### src/pmic_pkg.sv
// Shared types and constants of the power control state machine.
// Assumes a single 20 MHz core clock; slow-clock timing arrives as a tick made on it from the synchronised 32 kHz pin.
package pmic_pkg;

    localparam int unsigned CLK_HZ = 20000000;
    localparam int unsigned INIT_TIME_US = 8000;
    localparam int unsigned INIT_CYCLES = (INIT_TIME_US * (CLK_HZ / 1000000) + 0) ;
    localparam int unsigned SLOW_SYNC_DEPTH = 3;
    localparam logic [15:0] TIMER_RESET_VALUE = 16'h0000;
    localparam int unsigned NUM_BUCKS = 6;

    typedef enum logic [9:0] {
        ST_COIN_CELL  = 10'h001,
        ST_OFF        = 10'h002,
        ST_COLD_START = 10'h004,
        ST_WATCHDOG   = 10'h008,
        ST_ON         = 10'h010,
        ST_UOFF_WAIT  = 10'h020,
        ST_MEMHOLD    = 10'h040,
        ST_USER_OFF   = 10'h080,
        ST_WARM_START = 10'h100,
        ST_POWER_CUT  = 10'h200
    } pwr_state_t;

    typedef struct packed {
        logic warm_start_enable;
        logic keep_clock_mode;
        logic cpu_clock_out_enable;
        logic useroff_clock_keep;
        logic watchdog_restart_select;
        logic power_cut_enable;
        logic [NUM_BUCKS-1:0] buck_memhold_mode;
        logic [NUM_BUCKS-1:0] buck_useroff_mode;
    } pwr_cfg_t;

    typedef struct packed {
        logic [15:0] reset_time;
        logic [15:0] watchdog_time;
        logic [15:0] wait_time;
        logic [15:0] power_cut_time;
    } pwr_times_t;

endpackage

### src/slow_timer.sv
// Down counter advanced by the 32 kHz tick.
// Assumes tick_i is a one-cycle pulse on clk_i from synchronised slow clock edges.
`timescale 1ns/1ns
module slow_timer
    import pmic_pkg::*;
(
    input wire logic clk_i,
    input wire logic nrst_i,
    input wire logic start_i,
    input wire logic [15:0] preset_i,
    input wire logic tick_i,
    output logic expired_o
);

    typedef struct packed {
        logic [15:0] count;
        logic running;
        logic expired;
    } timer_state_t;

    timer_state_t s_q;
    timer_state_t s_d;

    always_comb
    begin
        s_d = s_q;
        s_d.expired = 1'b0;
        if (start_i)
        begin
            s_d.count = preset_i;
            s_d.running = 1'b1;
        end
        else if (s_q.running && tick_i)
        begin
            if (s_q.count == TIMER_RESET_VALUE)
            begin
                s_d.running = 1'b0;
                s_d.expired = 1'b1;
            end
            else
            begin
                s_d.count = s_q.count - 16'h0001;
            end
        end
    end

    always_ff @(posedge clk_i or negedge nrst_i)
    begin
        if (!nrst_i)
        begin
            s_q <= '0;
        end
        else
        begin
            s_q <= s_d;
        end
    end

    assign expired_o = s_q.expired;

endmodule

### src/pmic_power_state_machine.sv
// Power control state machine: state sequencing, reset and slow clock gating, buck retention.
// Assumes the supply comparators, turn-on detect and 32 kHz clock arrive as asynchronous pins.
`timescale 1ns/1ns
// Contract
// RULE_01 - Coin cell ignores turn-on; goes off once always-on supply exceeds threshold. The code stays in coin cell while the backup cell is low.
// RULE_02 - Coin cell and off hold both reset outputs low.
// RULE_03 - Backup cell collapse in coin cell forces full reset of all bits.
// RULE_04 - Off exits only on valid turn-on, refused under undervoltage. The code also leaves off for coin cell when the supply drops.
// RULE_05 - Cold start from off turn-on, warm boot, cut recovery or watchdog restart.
// RULE_06 - Cold or warm start first spends init interval, then regulators sequence.
// RULE_07 - Reset timer in cold start; resets low; expiry to watchdog, resets high.
// RULE_08 - Cold start and watchdog states ignore watchdog and standby inputs.
// RULE_09 - Watchdog timer in watchdog state; resets high; expiry to on.
// RULE_10 - Processor keeps watchdog input high in on; low leaves on.
// RULE_11 - User off request bit enters user off wait; watchdog input ignored.
// RULE_12 - Wait timer expiry goes user off with warm enable, else memory hold.
// RULE_13 - User off request bit clears when system reset falls leaving wait.
// RULE_14 - Memory hold and user off exit only on turn-on; linear regulators off.
// RULE_15 - Memory hold: resets low, clocks off, cpu clock kept by keep clock mode.
// RULE_16 - Memory hold keeps bucks whose memhold bit is one, others off.
// RULE_17 - Turn-on in memory hold enters cold start, loads defaults, flags wake irq.
// RULE_18 - Retained bucks stay on leaving low power state, defaults reapplied later.
// RULE_19 - User off: system reset low, cpu reset high, peripheral clock off.
// RULE_20 - User off cpu clock kept if enable and keep bits, or keep clock mode.
// RULE_21 - User off keeps bucks whose useroff bit is one, others off.
// RULE_22 - User off turn-on enters warm start; expiry to watchdog, warm irq, release.
// RULE_23 - All timers count the 32 kHz clock with parameterised durations; the init interval counts core clock cycles instead.
// RULE_24 - Power cut shuts everything, resets asserted; supply return to cold start, expiry to off.
// RULE_25 - Watchdog fall in on: restart select one cold start, zero off.
// RULE_26 - Register control only in watchdog, on, wait; interrupt low elsewhere.
// RULE_27 - Power cut expiry clears cut flag, pulses shutdown low one slow cycle.
module pmic_power_state_machine
    import pmic_pkg::*;
#(
    parameter int unsigned INIT_COUNT = INIT_CYCLES
)
(
    input wire logic clk_i,
    input wire logic nrst_i,
    input wire logic slow_clock_i,
    input wire logic supply_ok_i,
    input wire logic backup_cell_ok_i,
    input wire logic turn_on_i,
    input wire logic watchdog_input_i,
    input wire logic standby_i,
    input wire logic user_off_set_i,
    input wire logic cut_expiry_set_i,
    input wire pwr_cfg_t cfg_i,
    input wire pwr_times_t times_i,
    input wire logic irq_request_i,
    output logic system_reset_out_n_o,
    output logic cpu_reset_out_n_o,
    output logic periph_slow_clock_en_o,
    output logic cpu_slow_clock_en_o,
    output logic [NUM_BUCKS-1:0] buck_enable_o,
    output logic [NUM_BUCKS-1:0] buck_low_power_o,
    output logic linear_enable_o,
    output logic sequencer_start_o,
    output logic load_defaults_o,
    output logic full_reset_o,
    output logic register_access_ok_o,
    output logic irq_line_o,
    output logic user_off_request_bit_o,
    output logic cut_expiry_flag_o,
    output logic shutdown_pulse_n_o,
    output logic memhold_wake_irq_o,
    output logic warm_start_irq_o,
    output logic watchdog_restart_irq_o,
    output logic [9:0] state_o
);

    typedef struct packed {
        pwr_state_t st;
        logic [2:0] sync_slow;
        logic [2:0] sync_supply;
        logic [2:0] sync_cell;
        logic [2:0] sync_on;
        logic [2:0] sync_wdi;
        logic slow_f;
        logic supply_f;
        logic cell_f;
        logic on_f;
        logic wdi_f;
        logic [17:0] init_cnt;
        logic init_done;
        logic uoff_req;
        logic cut_flag;
        logic shut_n;
        logic shut_arm;
        logic sys_rst_n;
        logic cpu_rst_n;
        logic pclk_en;
        logic cclk_en;
        logic [NUM_BUCKS-1:0] buck_en;
        logic [NUM_BUCKS-1:0] buck_lp;
        logic lin_en;
        logic seq_start;
        logic load_def;
        logic full_rst;
        logic mh_irq;
        logic warm_irq;
        logic wdr_irq;
        logic reg_ok;
        logic irq;
    } core_state_t;

    core_state_t s_q;
    core_state_t s_d;

    logic tick;
    logic start_reset;
    logic start_wd;
    logic start_wait;
    logic start_cut;
    logic reset_exp;
    logic wd_exp;
    logic wait_exp;
    logic cut_exp;

    // A change counts only once the last two stages agree, so a metastable first stage is never read.
    function automatic logic filt(input logic [2:0] sync, input logic prev);
        filt = (sync[1] == sync[2]) ? sync[2] : prev;
    endfunction

    // The tick is taken from registered stages only, so it never feeds back through the next-state copy.
    assign tick = filt(s_q.sync_slow, s_q.slow_f) && !s_q.slow_f;
    assign start_reset = (s_d.st == ST_COLD_START || s_d.st == ST_WARM_START) && s_d.st != s_q.st;
    assign start_wd = s_d.st == ST_WATCHDOG && s_q.st != ST_WATCHDOG;
    assign start_wait = s_d.st == ST_UOFF_WAIT && s_q.st != ST_UOFF_WAIT;
    assign start_cut = s_d.st == ST_POWER_CUT && s_q.st != ST_POWER_CUT;

    // Every timer shares the slow tick so durations are in 32 kHz cycles.
    slow_timer u_reset_timer (.clk_i(clk_i), .nrst_i(nrst_i), .start_i(start_reset),
        .preset_i(times_i.reset_time), .tick_i(tick), .expired_o(reset_exp)); // RULE_23
    slow_timer u_wd_timer (.clk_i(clk_i), .nrst_i(nrst_i), .start_i(start_wd),
        .preset_i(times_i.watchdog_time), .tick_i(tick), .expired_o(wd_exp)); // RULE_23
    slow_timer u_wait_timer (.clk_i(clk_i), .nrst_i(nrst_i), .start_i(start_wait),
        .preset_i(times_i.wait_time), .tick_i(tick), .expired_o(wait_exp)); // RULE_23
    slow_timer u_cut_timer (.clk_i(clk_i), .nrst_i(nrst_i), .start_i(start_cut),
        .preset_i(times_i.power_cut_time), .tick_i(tick), .expired_o(cut_exp)); // RULE_23

    always_comb
    begin
        s_d = s_q;
        s_d.sync_slow = {s_q.sync_slow[1:0], slow_clock_i};
        s_d.sync_supply = {s_q.sync_supply[1:0], supply_ok_i};
        s_d.sync_cell = {s_q.sync_cell[1:0], backup_cell_ok_i};
        s_d.sync_on = {s_q.sync_on[1:0], turn_on_i};
        s_d.sync_wdi = {s_q.sync_wdi[1:0], watchdog_input_i};
        s_d.slow_f = filt(s_q.sync_slow, s_q.slow_f);
        s_d.supply_f = filt(s_q.sync_supply, s_q.supply_f);
        s_d.cell_f = filt(s_q.sync_cell, s_q.cell_f);
        s_d.on_f = filt(s_q.sync_on, s_q.on_f);
        s_d.wdi_f = filt(s_q.sync_wdi, s_q.wdi_f);
        s_d.seq_start = 1'b0;
        s_d.load_def = 1'b0;
        s_d.full_rst = 1'b0;
        s_d.mh_irq = 1'b0;
        s_d.warm_irq = 1'b0;
        s_d.wdr_irq = 1'b0;
        if (user_off_set_i)
        begin
            s_d.uoff_req = 1'b1;
        end
        if (cut_expiry_set_i)
        begin
            s_d.cut_flag = 1'b1;
        end
        if (tick)
        begin
            s_d.shut_n = !s_q.shut_arm;
            s_d.shut_arm = 1'b0;
        end
        // Initialisation runs before the sequencer is told to bring regulators up.
        if (s_q.init_cnt != 18'h00000)
        begin
            s_d.init_cnt = s_q.init_cnt - 18'h00001; // RULE_06
            if (s_q.init_cnt == 18'h00001)
            begin
                s_d.init_done = 1'b1;
                s_d.seq_start = 1'b1; // RULE_06
            end
        end
        unique case (s_q.st)
            ST_COIN_CELL:
            begin
                if (!s_q.cell_f)
                begin
                    s_d.full_rst = 1'b1; // RULE_03
                end
                else if (s_q.supply_f)
                begin
                    s_d.st = ST_OFF; // RULE_01
                end
            end
            ST_OFF:
            begin
                if (!s_q.supply_f)
                begin
                    s_d.st = ST_COIN_CELL;
                end
                else if (s_q.on_f)
                begin
                    s_d.st = ST_COLD_START; // RULE_04 RULE_05
                end
            end
            ST_COLD_START, ST_WARM_START:
            begin
                // Watchdog and standby inputs are deliberately not consulted here.
                if (reset_exp)
                begin
                    s_d.st = ST_WATCHDOG; // RULE_07 RULE_08
                    s_d.warm_irq = s_q.st == ST_WARM_START; // RULE_22
                end
            end
            ST_WATCHDOG:
            begin
                if (wd_exp)
                begin
                    s_d.st = ST_ON; // RULE_09 RULE_08
                end
            end
            ST_ON:
            begin
                if (s_q.uoff_req)
                begin
                    s_d.st = ST_UOFF_WAIT; // RULE_11
                end
                else if (!s_q.wdi_f)
                begin
                    s_d.st = cfg_i.watchdog_restart_select ? ST_COLD_START : ST_OFF; // RULE_10 RULE_25
                    s_d.wdr_irq = cfg_i.watchdog_restart_select; // RULE_05
                end
            end
            ST_UOFF_WAIT:
            begin
                if (wait_exp)
                begin
                    s_d.st = cfg_i.warm_start_enable ? ST_USER_OFF : ST_MEMHOLD; // RULE_12
                    s_d.uoff_req = 1'b0; // RULE_13
                end
            end
            ST_MEMHOLD:
            begin
                if (s_q.on_f)
                begin
                    s_d.st = ST_COLD_START; // RULE_14 RULE_17
                    s_d.load_def = 1'b1; // RULE_17
                    s_d.mh_irq = 1'b1; // RULE_17
                end
            end
            ST_USER_OFF:
            begin
                if (s_q.on_f)
                begin
                    s_d.st = ST_WARM_START; // RULE_14 RULE_22
                    s_d.load_def = 1'b1;
                end
            end
            ST_POWER_CUT:
            begin
                if (s_q.supply_f)
                begin
                    s_d.st = ST_COLD_START; // RULE_24 RULE_05
                end
                else if (cut_exp)
                begin
                    s_d.st = ST_OFF; // RULE_24
                    s_d.cut_flag = 1'b0; // RULE_27
                    s_d.shut_arm = 1'b1; // RULE_27
                end
            end
            default:
            begin
                s_d.st = ST_OFF;
            end
        endcase
        // A supply collapse while powered drops into a cut, or straight off when cuts are disabled.
        if (!s_q.supply_f && (s_q.st & (ST_COLD_START | ST_WATCHDOG | ST_ON | ST_UOFF_WAIT | ST_WARM_START)) != '0)
        begin
            s_d.st = cfg_i.power_cut_enable ? ST_POWER_CUT : ST_OFF;
        end
        if ((s_d.st == ST_COLD_START || s_d.st == ST_WARM_START) && s_d.st != s_q.st)
        begin
            s_d.init_cnt = INIT_COUNT[17:0]; // RULE_06
            s_d.init_done = 1'b0;
        end
        s_d.sys_rst_n = s_d.st == ST_WATCHDOG || s_d.st == ST_ON || s_d.st == ST_UOFF_WAIT; // RULE_02 RULE_07 RULE_15
        s_d.cpu_rst_n = s_d.sys_rst_n || s_d.st == ST_USER_OFF || s_d.st == ST_WARM_START; // RULE_19 RULE_22 RULE_24
        s_d.reg_ok = s_d.sys_rst_n; // RULE_26
        s_d.irq = irq_request_i && (s_d.st == ST_WATCHDOG || s_d.st == ST_ON); // RULE_26
        s_d.pclk_en = s_d.sys_rst_n; // RULE_15 RULE_19
        unique case (s_d.st)
            ST_MEMHOLD:
            begin
                s_d.cclk_en = cfg_i.keep_clock_mode; // RULE_15
            end
            ST_USER_OFF, ST_WARM_START:
            begin
                s_d.cclk_en = (cfg_i.cpu_clock_out_enable && cfg_i.useroff_clock_keep) || cfg_i.keep_clock_mode; // RULE_20
            end
            default:
            begin
                s_d.cclk_en = s_d.sys_rst_n;
            end
        endcase
        s_d.lin_en = (s_d.st & (ST_WATCHDOG | ST_ON | ST_UOFF_WAIT)) != '0 ||
            ((s_d.st == ST_COLD_START || s_d.st == ST_WARM_START) && s_d.init_done); // RULE_14
        for (int b = 0; b < NUM_BUCKS; b++)
        begin
            unique case (s_d.st)
                ST_MEMHOLD:
                begin
                    s_d.buck_en[b] = cfg_i.buck_memhold_mode[b]; // RULE_16
                    s_d.buck_lp[b] = cfg_i.buck_memhold_mode[b]; // RULE_16
                end
                ST_USER_OFF:
                begin
                    s_d.buck_en[b] = cfg_i.buck_useroff_mode[b]; // RULE_21
                    s_d.buck_lp[b] = cfg_i.buck_useroff_mode[b]; // RULE_21
                end
                ST_COLD_START, ST_WARM_START:
                begin
                    // Retained bucks stay up; the sequencer later restores their default settings.
                    s_d.buck_en[b] = s_q.buck_en[b] || s_d.init_done; // RULE_18
                    s_d.buck_lp[b] = s_q.buck_lp[b] && !s_d.init_done; // RULE_18
                end
                ST_WATCHDOG, ST_ON, ST_UOFF_WAIT:
                begin
                    s_d.buck_en[b] = 1'b1;
                    s_d.buck_lp[b] = 1'b0;
                end
                default:
                begin
                    s_d.buck_en[b] = 1'b0; // RULE_24
                    s_d.buck_lp[b] = 1'b0;
                end
            endcase
        end
    end

    always_ff @(posedge clk_i or negedge nrst_i)
    begin
        if (!nrst_i)
        begin
            s_q <= '0;
            s_q.st <= ST_COIN_CELL;
            s_q.shut_n <= 1'b1;
        end
        else
        begin
            s_q <= s_d;
        end
    end

    assign system_reset_out_n_o = s_q.sys_rst_n;
    assign cpu_reset_out_n_o = s_q.cpu_rst_n;
    assign periph_slow_clock_en_o = s_q.pclk_en;
    assign cpu_slow_clock_en_o = s_q.cclk_en;
    assign buck_enable_o = s_q.buck_en;
    assign buck_low_power_o = s_q.buck_lp;
    assign linear_enable_o = s_q.lin_en;
    assign sequencer_start_o = s_q.seq_start;
    assign load_defaults_o = s_q.load_def;
    assign full_reset_o = s_q.full_rst;
    assign register_access_ok_o = s_q.reg_ok;
    assign irq_line_o = s_q.irq;
    assign user_off_request_bit_o = s_q.uoff_req;
    assign cut_expiry_flag_o = s_q.cut_flag;
    assign shutdown_pulse_n_o = s_q.shut_n;
    assign memhold_wake_irq_o = s_q.mh_irq;
    assign warm_start_irq_o = s_q.warm_irq;
    assign watchdog_restart_irq_o = s_q.wdr_irq;
    assign state_o = s_q.st;

    AST_OFF_RESETS: assert property (@(posedge clk_i) disable iff (!nrst_i) // RULE_02
        (s_q.st == ST_OFF || s_q.st == ST_COIN_CELL) |=> !system_reset_out_n_o && !cpu_reset_out_n_o)
        else $error("Reset released in off or coin cell.");
    AST_COIN_NO_TURN_ON: assert property (@(posedge clk_i) disable iff (!nrst_i) // RULE_01
        s_q.st == ST_COIN_CELL && !s_q.supply_f |=> s_q.st == ST_COIN_CELL)
        else $error("Coin cell left without supply.");
    AST_OFF_UV: assert property (@(posedge clk_i) disable iff (!nrst_i) // RULE_04
        s_q.st == ST_OFF && !s_q.supply_f |=> s_q.st != ST_COLD_START)
        else $error("Turn-on accepted under undervoltage.");
    AST_COLD_RELEASE: assert property (@(posedge clk_i) disable iff (!nrst_i) // RULE_07
        s_q.st == ST_COLD_START && reset_exp && s_q.supply_f |=> s_q.st == ST_WATCHDOG ##1 system_reset_out_n_o)
        else $error("Cold start expiry did not release resets.");
    AST_WD_RESTART: assert property (@(posedge clk_i) disable iff (!nrst_i) // RULE_25
        s_q.st == ST_ON && !s_q.uoff_req && !s_q.wdi_f && s_q.supply_f
        |=> s_q.st == (cfg_i.watchdog_restart_select ? ST_COLD_START : ST_OFF))
        else $error("Wrong target on watchdog fall.");
    AST_WAIT_EXIT: assert property (@(posedge clk_i) disable iff (!nrst_i) // RULE_12
        s_q.st == ST_UOFF_WAIT && wait_exp && s_q.supply_f
        |=> s_q.st == ($past(cfg_i.warm_start_enable) ? ST_USER_OFF : ST_MEMHOLD) && !s_q.uoff_req)
        else $error("Wait exit wrong.");
    AST_USER_OFF_RESETS: assert property (@(posedge clk_i) disable iff (!nrst_i) // RULE_19
        s_q.st == ST_USER_OFF |=> ##1 (!system_reset_out_n_o && cpu_reset_out_n_o) || s_q.st != ST_USER_OFF)
        else $error("User off reset levels wrong.");
    AST_MEMHOLD_WAKE: assert property (@(posedge clk_i) disable iff (!nrst_i) // RULE_17
        s_q.st == ST_MEMHOLD && s_q.on_f |=> s_q.st == ST_COLD_START && memhold_wake_irq_o)
        else $error("Memory hold wake missing.");
    AST_IRQ_GATE: assert property (@(posedge clk_i) disable iff (!nrst_i) // RULE_26
        irq_line_o |-> s_q.st == ST_WATCHDOG || s_q.st == ST_ON)
        else $error("Interrupt outside watchdog and on.");
    AST_SHUTDOWN: assert property (@(posedge clk_i) disable iff (!nrst_i) // RULE_27
        s_q.st == ST_POWER_CUT && cut_exp && !s_q.supply_f |=> !cut_expiry_flag_o && s_q.shut_arm)
        else $error("Cut expiry handling wrong.");

endmodule

### config.mk
export PLATFORM = sky130hd
export DESIGN_NAME = pmic_power_state_machine
export DESIGN_NICKNAME = d
export VERILOG_FILES = /design/src/pmic_pkg.sv /design/src/slow_timer.sv /design/src/pmic_power_state_machine.sv
export SDC_FILE = /design/constraint.sdc
export NUM_CORES = 1
export LEC_CHECK = 0
export BUFFER_PORTS_ARGS = -buffer_cell sky130_fd_sc_hd__buf_2
export CORE_ASPECT_RATIO = 0.9
export CORE_MARGIN = 2
export CORE_UTILIZATION = 40
export DETAILED_ROUTE_END_ITERATION = 10
export PLACE_DENSITY_LB_ADDON = 0.1
export SETUP_SLACK_MARGIN = 0.02
export SLEW_MARGIN = 20
export SYNTH_ARGS = -nofsm -noshare
export SYNTH_HDL_FRONTEND = slang
export SYNTH_SLANG_ARGS = --single-unit
### constraint.sdc
create_clock -name clk_i -period 7.1 [get_ports clk_i]
set_clock_uncertainty 0.2 [all_clocks]
set_input_delay 1.065 -clock clk_i [delete_from_list [all_inputs] [get_ports clk_i]]
set_output_delay 1.065 -clock clk_i [all_outputs]
set_load 0.1 [all_outputs]
## Word level (Yosys, flattened, before mapping)

Cells that the tools add are included.

- Eq/ne operators: 32
- Add/sub/neg operators: 5
- Reductions and logical operators: 65
- Muxes and demuxes: 77

Operators by type and width:

| kind | number |
|---|---|
| $mux 10 | 14 |
| $pmux 10 s9 | 1 |
| $mux 18 | 4 |
| $mux 17 | 4 |
| $logic_not 16->1 | 4 |
| $mux 16 | 4 |
| $sub 16x1->16 const B | 4 |
| $mux 19 | 2 |
| $mux 1 | 29 |
| $pmux 1 s4 | 6 |
| $eq 10x10->1 const B | 2 |
| $eq 10x3->1 const B | 2 |
| $eq 10x4->1 const B | 2 |
| $eq 10x5->1 const B | 2 |
| $eq 10x6->1 const B | 2 |
| $eq 10x7->1 const B | 2 |
| $eq 10x8->1 const B | 2 |
| $eq 10x9->1 const B | 2 |
| $reduce_bool 10->1 | 2 |
| $logic_and 1x1->1 | 19 |
| $eq 18x1->1 const B | 1 |
| $pmux 1 s3 | 6 |
| $reduce_bool 18->1 | 1 |
| $reduce_bool 2->1 | 9 |
| 18 further kinds | 53 |

- Input bits: 93
- Output and inout bits: 38
- Flip-flop bits (word level): 148
- Word-level logic and storage cells: 221

## Depth between registers and ports, before layout

- Depth after elaboration: 12
- Depth in mapped cells: 12
- Depth with buffers taken out: 10

## By module

From an unflattened synthesis, not the netlist that was laid out.

- Cell total of the unflattened synthesis: 908
- Area, all modules: 8627.0 um^2

By module, submodules not included:

| module | seq. area each (um^2) | cells an instance | instances | area each (um^2) |
|---|---|---|---|---|
| pmic_power_state_machine | 1904.3 | 414 | 1 | 4170.2 |
| slow_timer at u_cut_timer ... | 450.4 | 123 | 3 | 1119.8 |
| slow_timer at u_wd_timer | 450.4 | 125 | 1 | 1097.3 |

## Least setup slack after synthesis

No wires, ideal clock.

- Path type: reg2reg
- Start: reg s_q (netlist bit state_o[5])
- End: reg u_reset_timer.s_q[10] (netlist bit)
- Data required time: 6.775 ns
- Stages on the path, launching flop included: 12
- Path buffers: 3
- Clock period less this slack: 3.380 ns
- Arrival time: 3.055 ns
- Setup time: 0.125 ns
- Setup slack: 3.720 ns
- Path through: dfrtp_1 -> buf_6 -> or4_1 -> buf_2 -> or4_4 -> a22oi_2 -> o311ai_1 -> nor4_4 -> o211ai_1 -> nand2_2 -> buf_12 -> mux2_4

- Longest elaborated chain between the ends: 9
- Elaborated cells between the ends (all ways): 36
- Those cells by class: eq/ne (14); mux (15); reduce/logical (7)

RTL lines:

| what | line | text |
|---|---|---|
| start: declaration | pmic_power_state_machine.sv:107 | `core_state_t s_q;` |
| $eq 10x9->1 (tied with other cells) | pmic_power_state_machine.sv:184 | `unique case (s_q.st)` |
| $reduce_or 2->1 (tied with other cells) | pmic_power_state_machine.sv:184 |  |
| $pmux 10 s9 | pmic_power_state_machine.sv:184 |  |
| $mux 10 | pmic_power_state_machine.sv:279 | `if (!s_q.supply_f && (s_q.st & (ST_COLD_START \| ST_WATCHDOG \| ST_ON \| ST_UOFF_WAIT \| ST_WARM_START)) != '0)` |
| $eq 10x3->1 / $eq 10x9->1 (equally long branches) | pmic_power_state_machine.sv:127 | `assign start_reset = (s_d.st == ST_COLD_START \|\| s_d.st == ST_WARM_START) && s_d.st != s_q.st;` |
| $logic_or 1x1->1 | pmic_power_state_machine.sv:127 |  |
| $logic_and 1x1->1 * | pmic_power_state_machine.sv:127 |  |
| $ne 2x2->1 (no line) / $reduce_bool 2->1 (equally long branches) | - |  |
| $reduce_and 2->1 (no line) | - |  |
| end signal: assignment | slow_timer.sv:51 | `s_q <= '0;` |
| end signal: assignment | slow_timer.sv:55 | `s_q <= s_d;` |
| end: declaration | slow_timer.sv:21 | `timer_state_t s_q;` |

Every way passes the cells marked *; elsewhere a longest branch is shown, timed or not.
A chain may end at the register's enable or synchronous reset.

## Final worst setup path

- Start: reg s_q (netlist bit state_o[5])
- End: reg u_reset_timer.s_q[9] (netlist bit)

The elaborated chain is that of the path after synthesis.

==> metrics.md <==
| Metric | Value |
|---|---|
| Outcome | completed |
| RSZ-0062 raised after global routing | false |
| Post-DP HPWL | approximately 13000 microns |
| Worst-margin pin slew | 0.9130 ns |
| Root buffer cell | clkbuf_16 |
| Total CTS buffers | 17 |
| M2 GR Usage | 0.2622 |
| DRC viols | 0 |
| Yosys top cell area share | 0.4563 |
| Final setup fails | 0 |
| Synth cell types | 73 |
| Cell Area, Placed | between 0.008 and 0.009 sq mm |
| Height of the die | 138.2 microns |
| Most used routing layer | met1 |
| Synth area leaders | dfrtp_1 46%, xnor2_1 4.5%, nor2_1 4.3% |
| FFs w/ async S/R, synth | 1.000 |
| Final Non-Filler Cells | 1209 |
| Mapped cell area | 0.008008 sq mm |
| Worst IR Drop VDD | roughly 0.17 mV |
| Seq/Total Area, Yosys | 0.4628 |
| CTS hold repair buffers | 0 |
| Layout area overhead | 15.36% |
| DRT Pass-1 Iters | 4 |
| Initial antenna violation count | 0 |
| Worst EP required | 7.20 ns |
| Register bit total from synthesis | 148 |
| # IOs | 131 |
| Crit Path Class | register to register |
| Arrival time of the worst setup path | 4.23 ns |
| Slew Limit Fails | 0 |
| Final net count | 1041 |
| Final instance area | between 0.009 and 0.01 sq mm |
| Final period util | 0.5826 |
| Layout cells sized above 1 | 0.2170 |
| Via count | 6359 |
| Synth Flop Type | dfrtp_1 |
| FP Rows | 49 |
| Worst slew margin relative to its limit | 0.3914 |
| Syn Nets | 948 |
| Port Buf Inserts | 129 |
| Wirelength per Cell | between 15 and 20 microns |
| Core area | 0.01980 sq mm |
| Clk pin slew, worst setup/hold paths | about 0.060 ns |
| CTS resizes | 0 |
| Largest area contributor in the netlist | dfrtp_1 |
| Fmax | 241.8 MHz |
| Largest net degree at the start of global routing | 78 |
| Avg Synthesized Cell Area | 9.432 sq um |
| Hold Vio Cnt, Final | 0 |
| Met1 usage | 0.2684 |
| Leakage | 4.070 nW |
| DR iter-0 viols | 477 |
| Number of flops mapped to enable cells by yosys | 0 |
| Drt total wl | between 15000 and 20000 microns |
| Die W | around 150 microns |
| Die area | around 0.021 sq mm |
| Max-cap violations | 0 |
| Initial Util | 0.4044 |
| Crit path max fanout | 23 |
| Crit path time final | 4.136 ns |
| Vias in the first global route | 6003 |
| Pwr dens | between 200 and 300 mW/mm^2 |
| Critical path capture point type | register |
| Vias per cell | 5.260 |
| Total gr overflow | 0 |
| Worst-Skew Late Latency | 0.42 ns |
| Post-CTS Setup Bufs | 0 |
| M3 GR Usage | 0.04451 |
| # fillers | 1947 |
| Setup total negative slack | 0 ns |
| Post-route ant nets | 0 |
| Synth warnings | 0 |
| Cells after DPL | approximately 1200 |
| Cells after Synth | between 800 and 900 |
| Startpoint types | register |
| CTS tree | yes |
| H-tree Lvls | 4 |
| Cell with the most instances after synthesis | dfrtp_1 |
| Hold Path Class | register to register |
| Gpl congestion | 0.8860 |
| N_diodes | 0 |
| Global-route wire length before repair | 30980 microns |
| Commonest cells in the netlist | 146 x dfrtp_1, 92 x nor2_1, 85 x nand2_1, 42 x o21ai_0, 41 x xnor2_1 |
| Maximum clock path buffer count | 2 |
| Clk sinks | 148 |
| GRT Resource Usage Total | 0.1798 |
[sequential cells by signal (all words and copies together) (netlist names), 6 cells and up]
name               count
s_q                   30
u_cut_timer.s_q       17
u_reset_timer.s_q     17
u_wait_timer.s_q      17
u_wd_timer.s_q        17
s_d                   10
state_o               10
buck_enable_o          6
buck_low_power_o       6
[where the power goes]
part / leakage [nW] / internal, W / switching [W] / total, W
clock network: 0.276 / 0.000533 / 0.000342 / 0.000875
registers: 1.78 / 0.000990 / 0.000161 / 0.00115
logic: 2.02 / 0.000323 / 0.000407 / 0.000730
total: 4.07 / 0.00185 / 0.000910 / 0.00276
[worst paths after layout]
| kind | startpoint | end | slack, ns | depth (start not counted) |
|---|---|---|---|---|
| worst min register to register | s_d[63]$_DFF_PN0_ | s_d[64]$_DFF_PN0_ | 0.14 | 0 |
| worst max-delay path | state_o[5]$_DFF_PN0_ | u_reset_timer.s_q[9]$_DFFE_PN0P_ | 2.96 | 8 |
| worst min-delay path | s_d[63]$_DFF_PN0_ | s_d[64]$_DFF_PN0_ | 0.14 | 0 |
| min in group asynchronous | nrst_i | u_wait_timer.s_q[11]$_DFFE_PN0P_ | 0.47 | 1 |
| max in group asynchronous | nrst_i | s_q[38]$_DFFE_PN0P_ | 4.84 | 2 |
| worst max register to register | state_o[5]$_DFF_PN0_ | u_reset_timer.s_q[9]$_DFFE_PN0P_ | 2.96 | 8 |
[stage by stage]
stage	util	worst slack, ns	total power [W]	hold slack (ns)
4_1_cts	0.4664	2.939	0.002787	0.1469
3_5_place_dp	0.4377	2.956	0.001895	0.1347
3_3_place_gp	0.4377	2.950	0.001885	0.1332
2_1_floorplan	-	3.720	0.001711	0.1312
6_report	0.4665	2.964	0.002756	0.1444
5_1_grt	0.4665	2.774	0.002928	0.1525
[layout make-up]
type / instances / area (sq um) / area share
Multi-Input combinational cell: 615 / 3854 / 0.4172
Sequential cell: 148 / 3706 / 0.4012
Timing Repair Buffer: 135 / 696.9 / 0.07544
Clock buffer: 22 / 464.2 / 0.05025
Tap cell: 255 / 319.1 / 0.03454
Clock inverter: 9 / 103.9 / 0.01124
Inverter: 25 / 93.84 / 0.01016
[cells by family after synthesis]
logic type / count (synthesis) / synth area share
AND/OR/NAND/NOR: 375 / 0.2433
flip-flops: 148 / 0.4628
AO/OA/AOI/OAI: 141 / 0.1117
buffers and inverters: 86 / 0.05703
XOR/XNOR: 63 / 0.06891
multiplexers: 25 / 0.04063
adder cells (fa/ha/maj): 11 / 0.01562
[cell usage in the layout, fill, tap and decap left out, types with 14 or more instances in the layout]
master,count
inv_1,24
a31oi_1,14
o21ai_0,42
nand2_1,84
xor2_1,22
nor4_1,20
nor3_1,39
a21oi_1,35
nand3_1,20
buf_2,128
or3_1,20
xnor2_1,41
clkbuf_16,17
or4_1,19
dfrtp_1,146
nor2_1,92
[metal layers]
metal | wire, microns | vias up
met5 | 0 | -
met4 | 216 | 0
met3 | 960 | 19
met2 | 8049 | 189
met1 | 9316 | 2973
li1 | - | 3178
[worst max-delay path, cell delays in order, from the launching register on]
cell	delay [ns]
dfrtp_1	0.60
or4_1	0.76
or4_4	0.60
a22oi_2	0.19
o311ai_1	0.18
nor4_4	0.36
o211ai_1	0.16
nand2_2	0.53
mux2_2	0.41
Note: power is estimated with default switching activity, not from simulation.
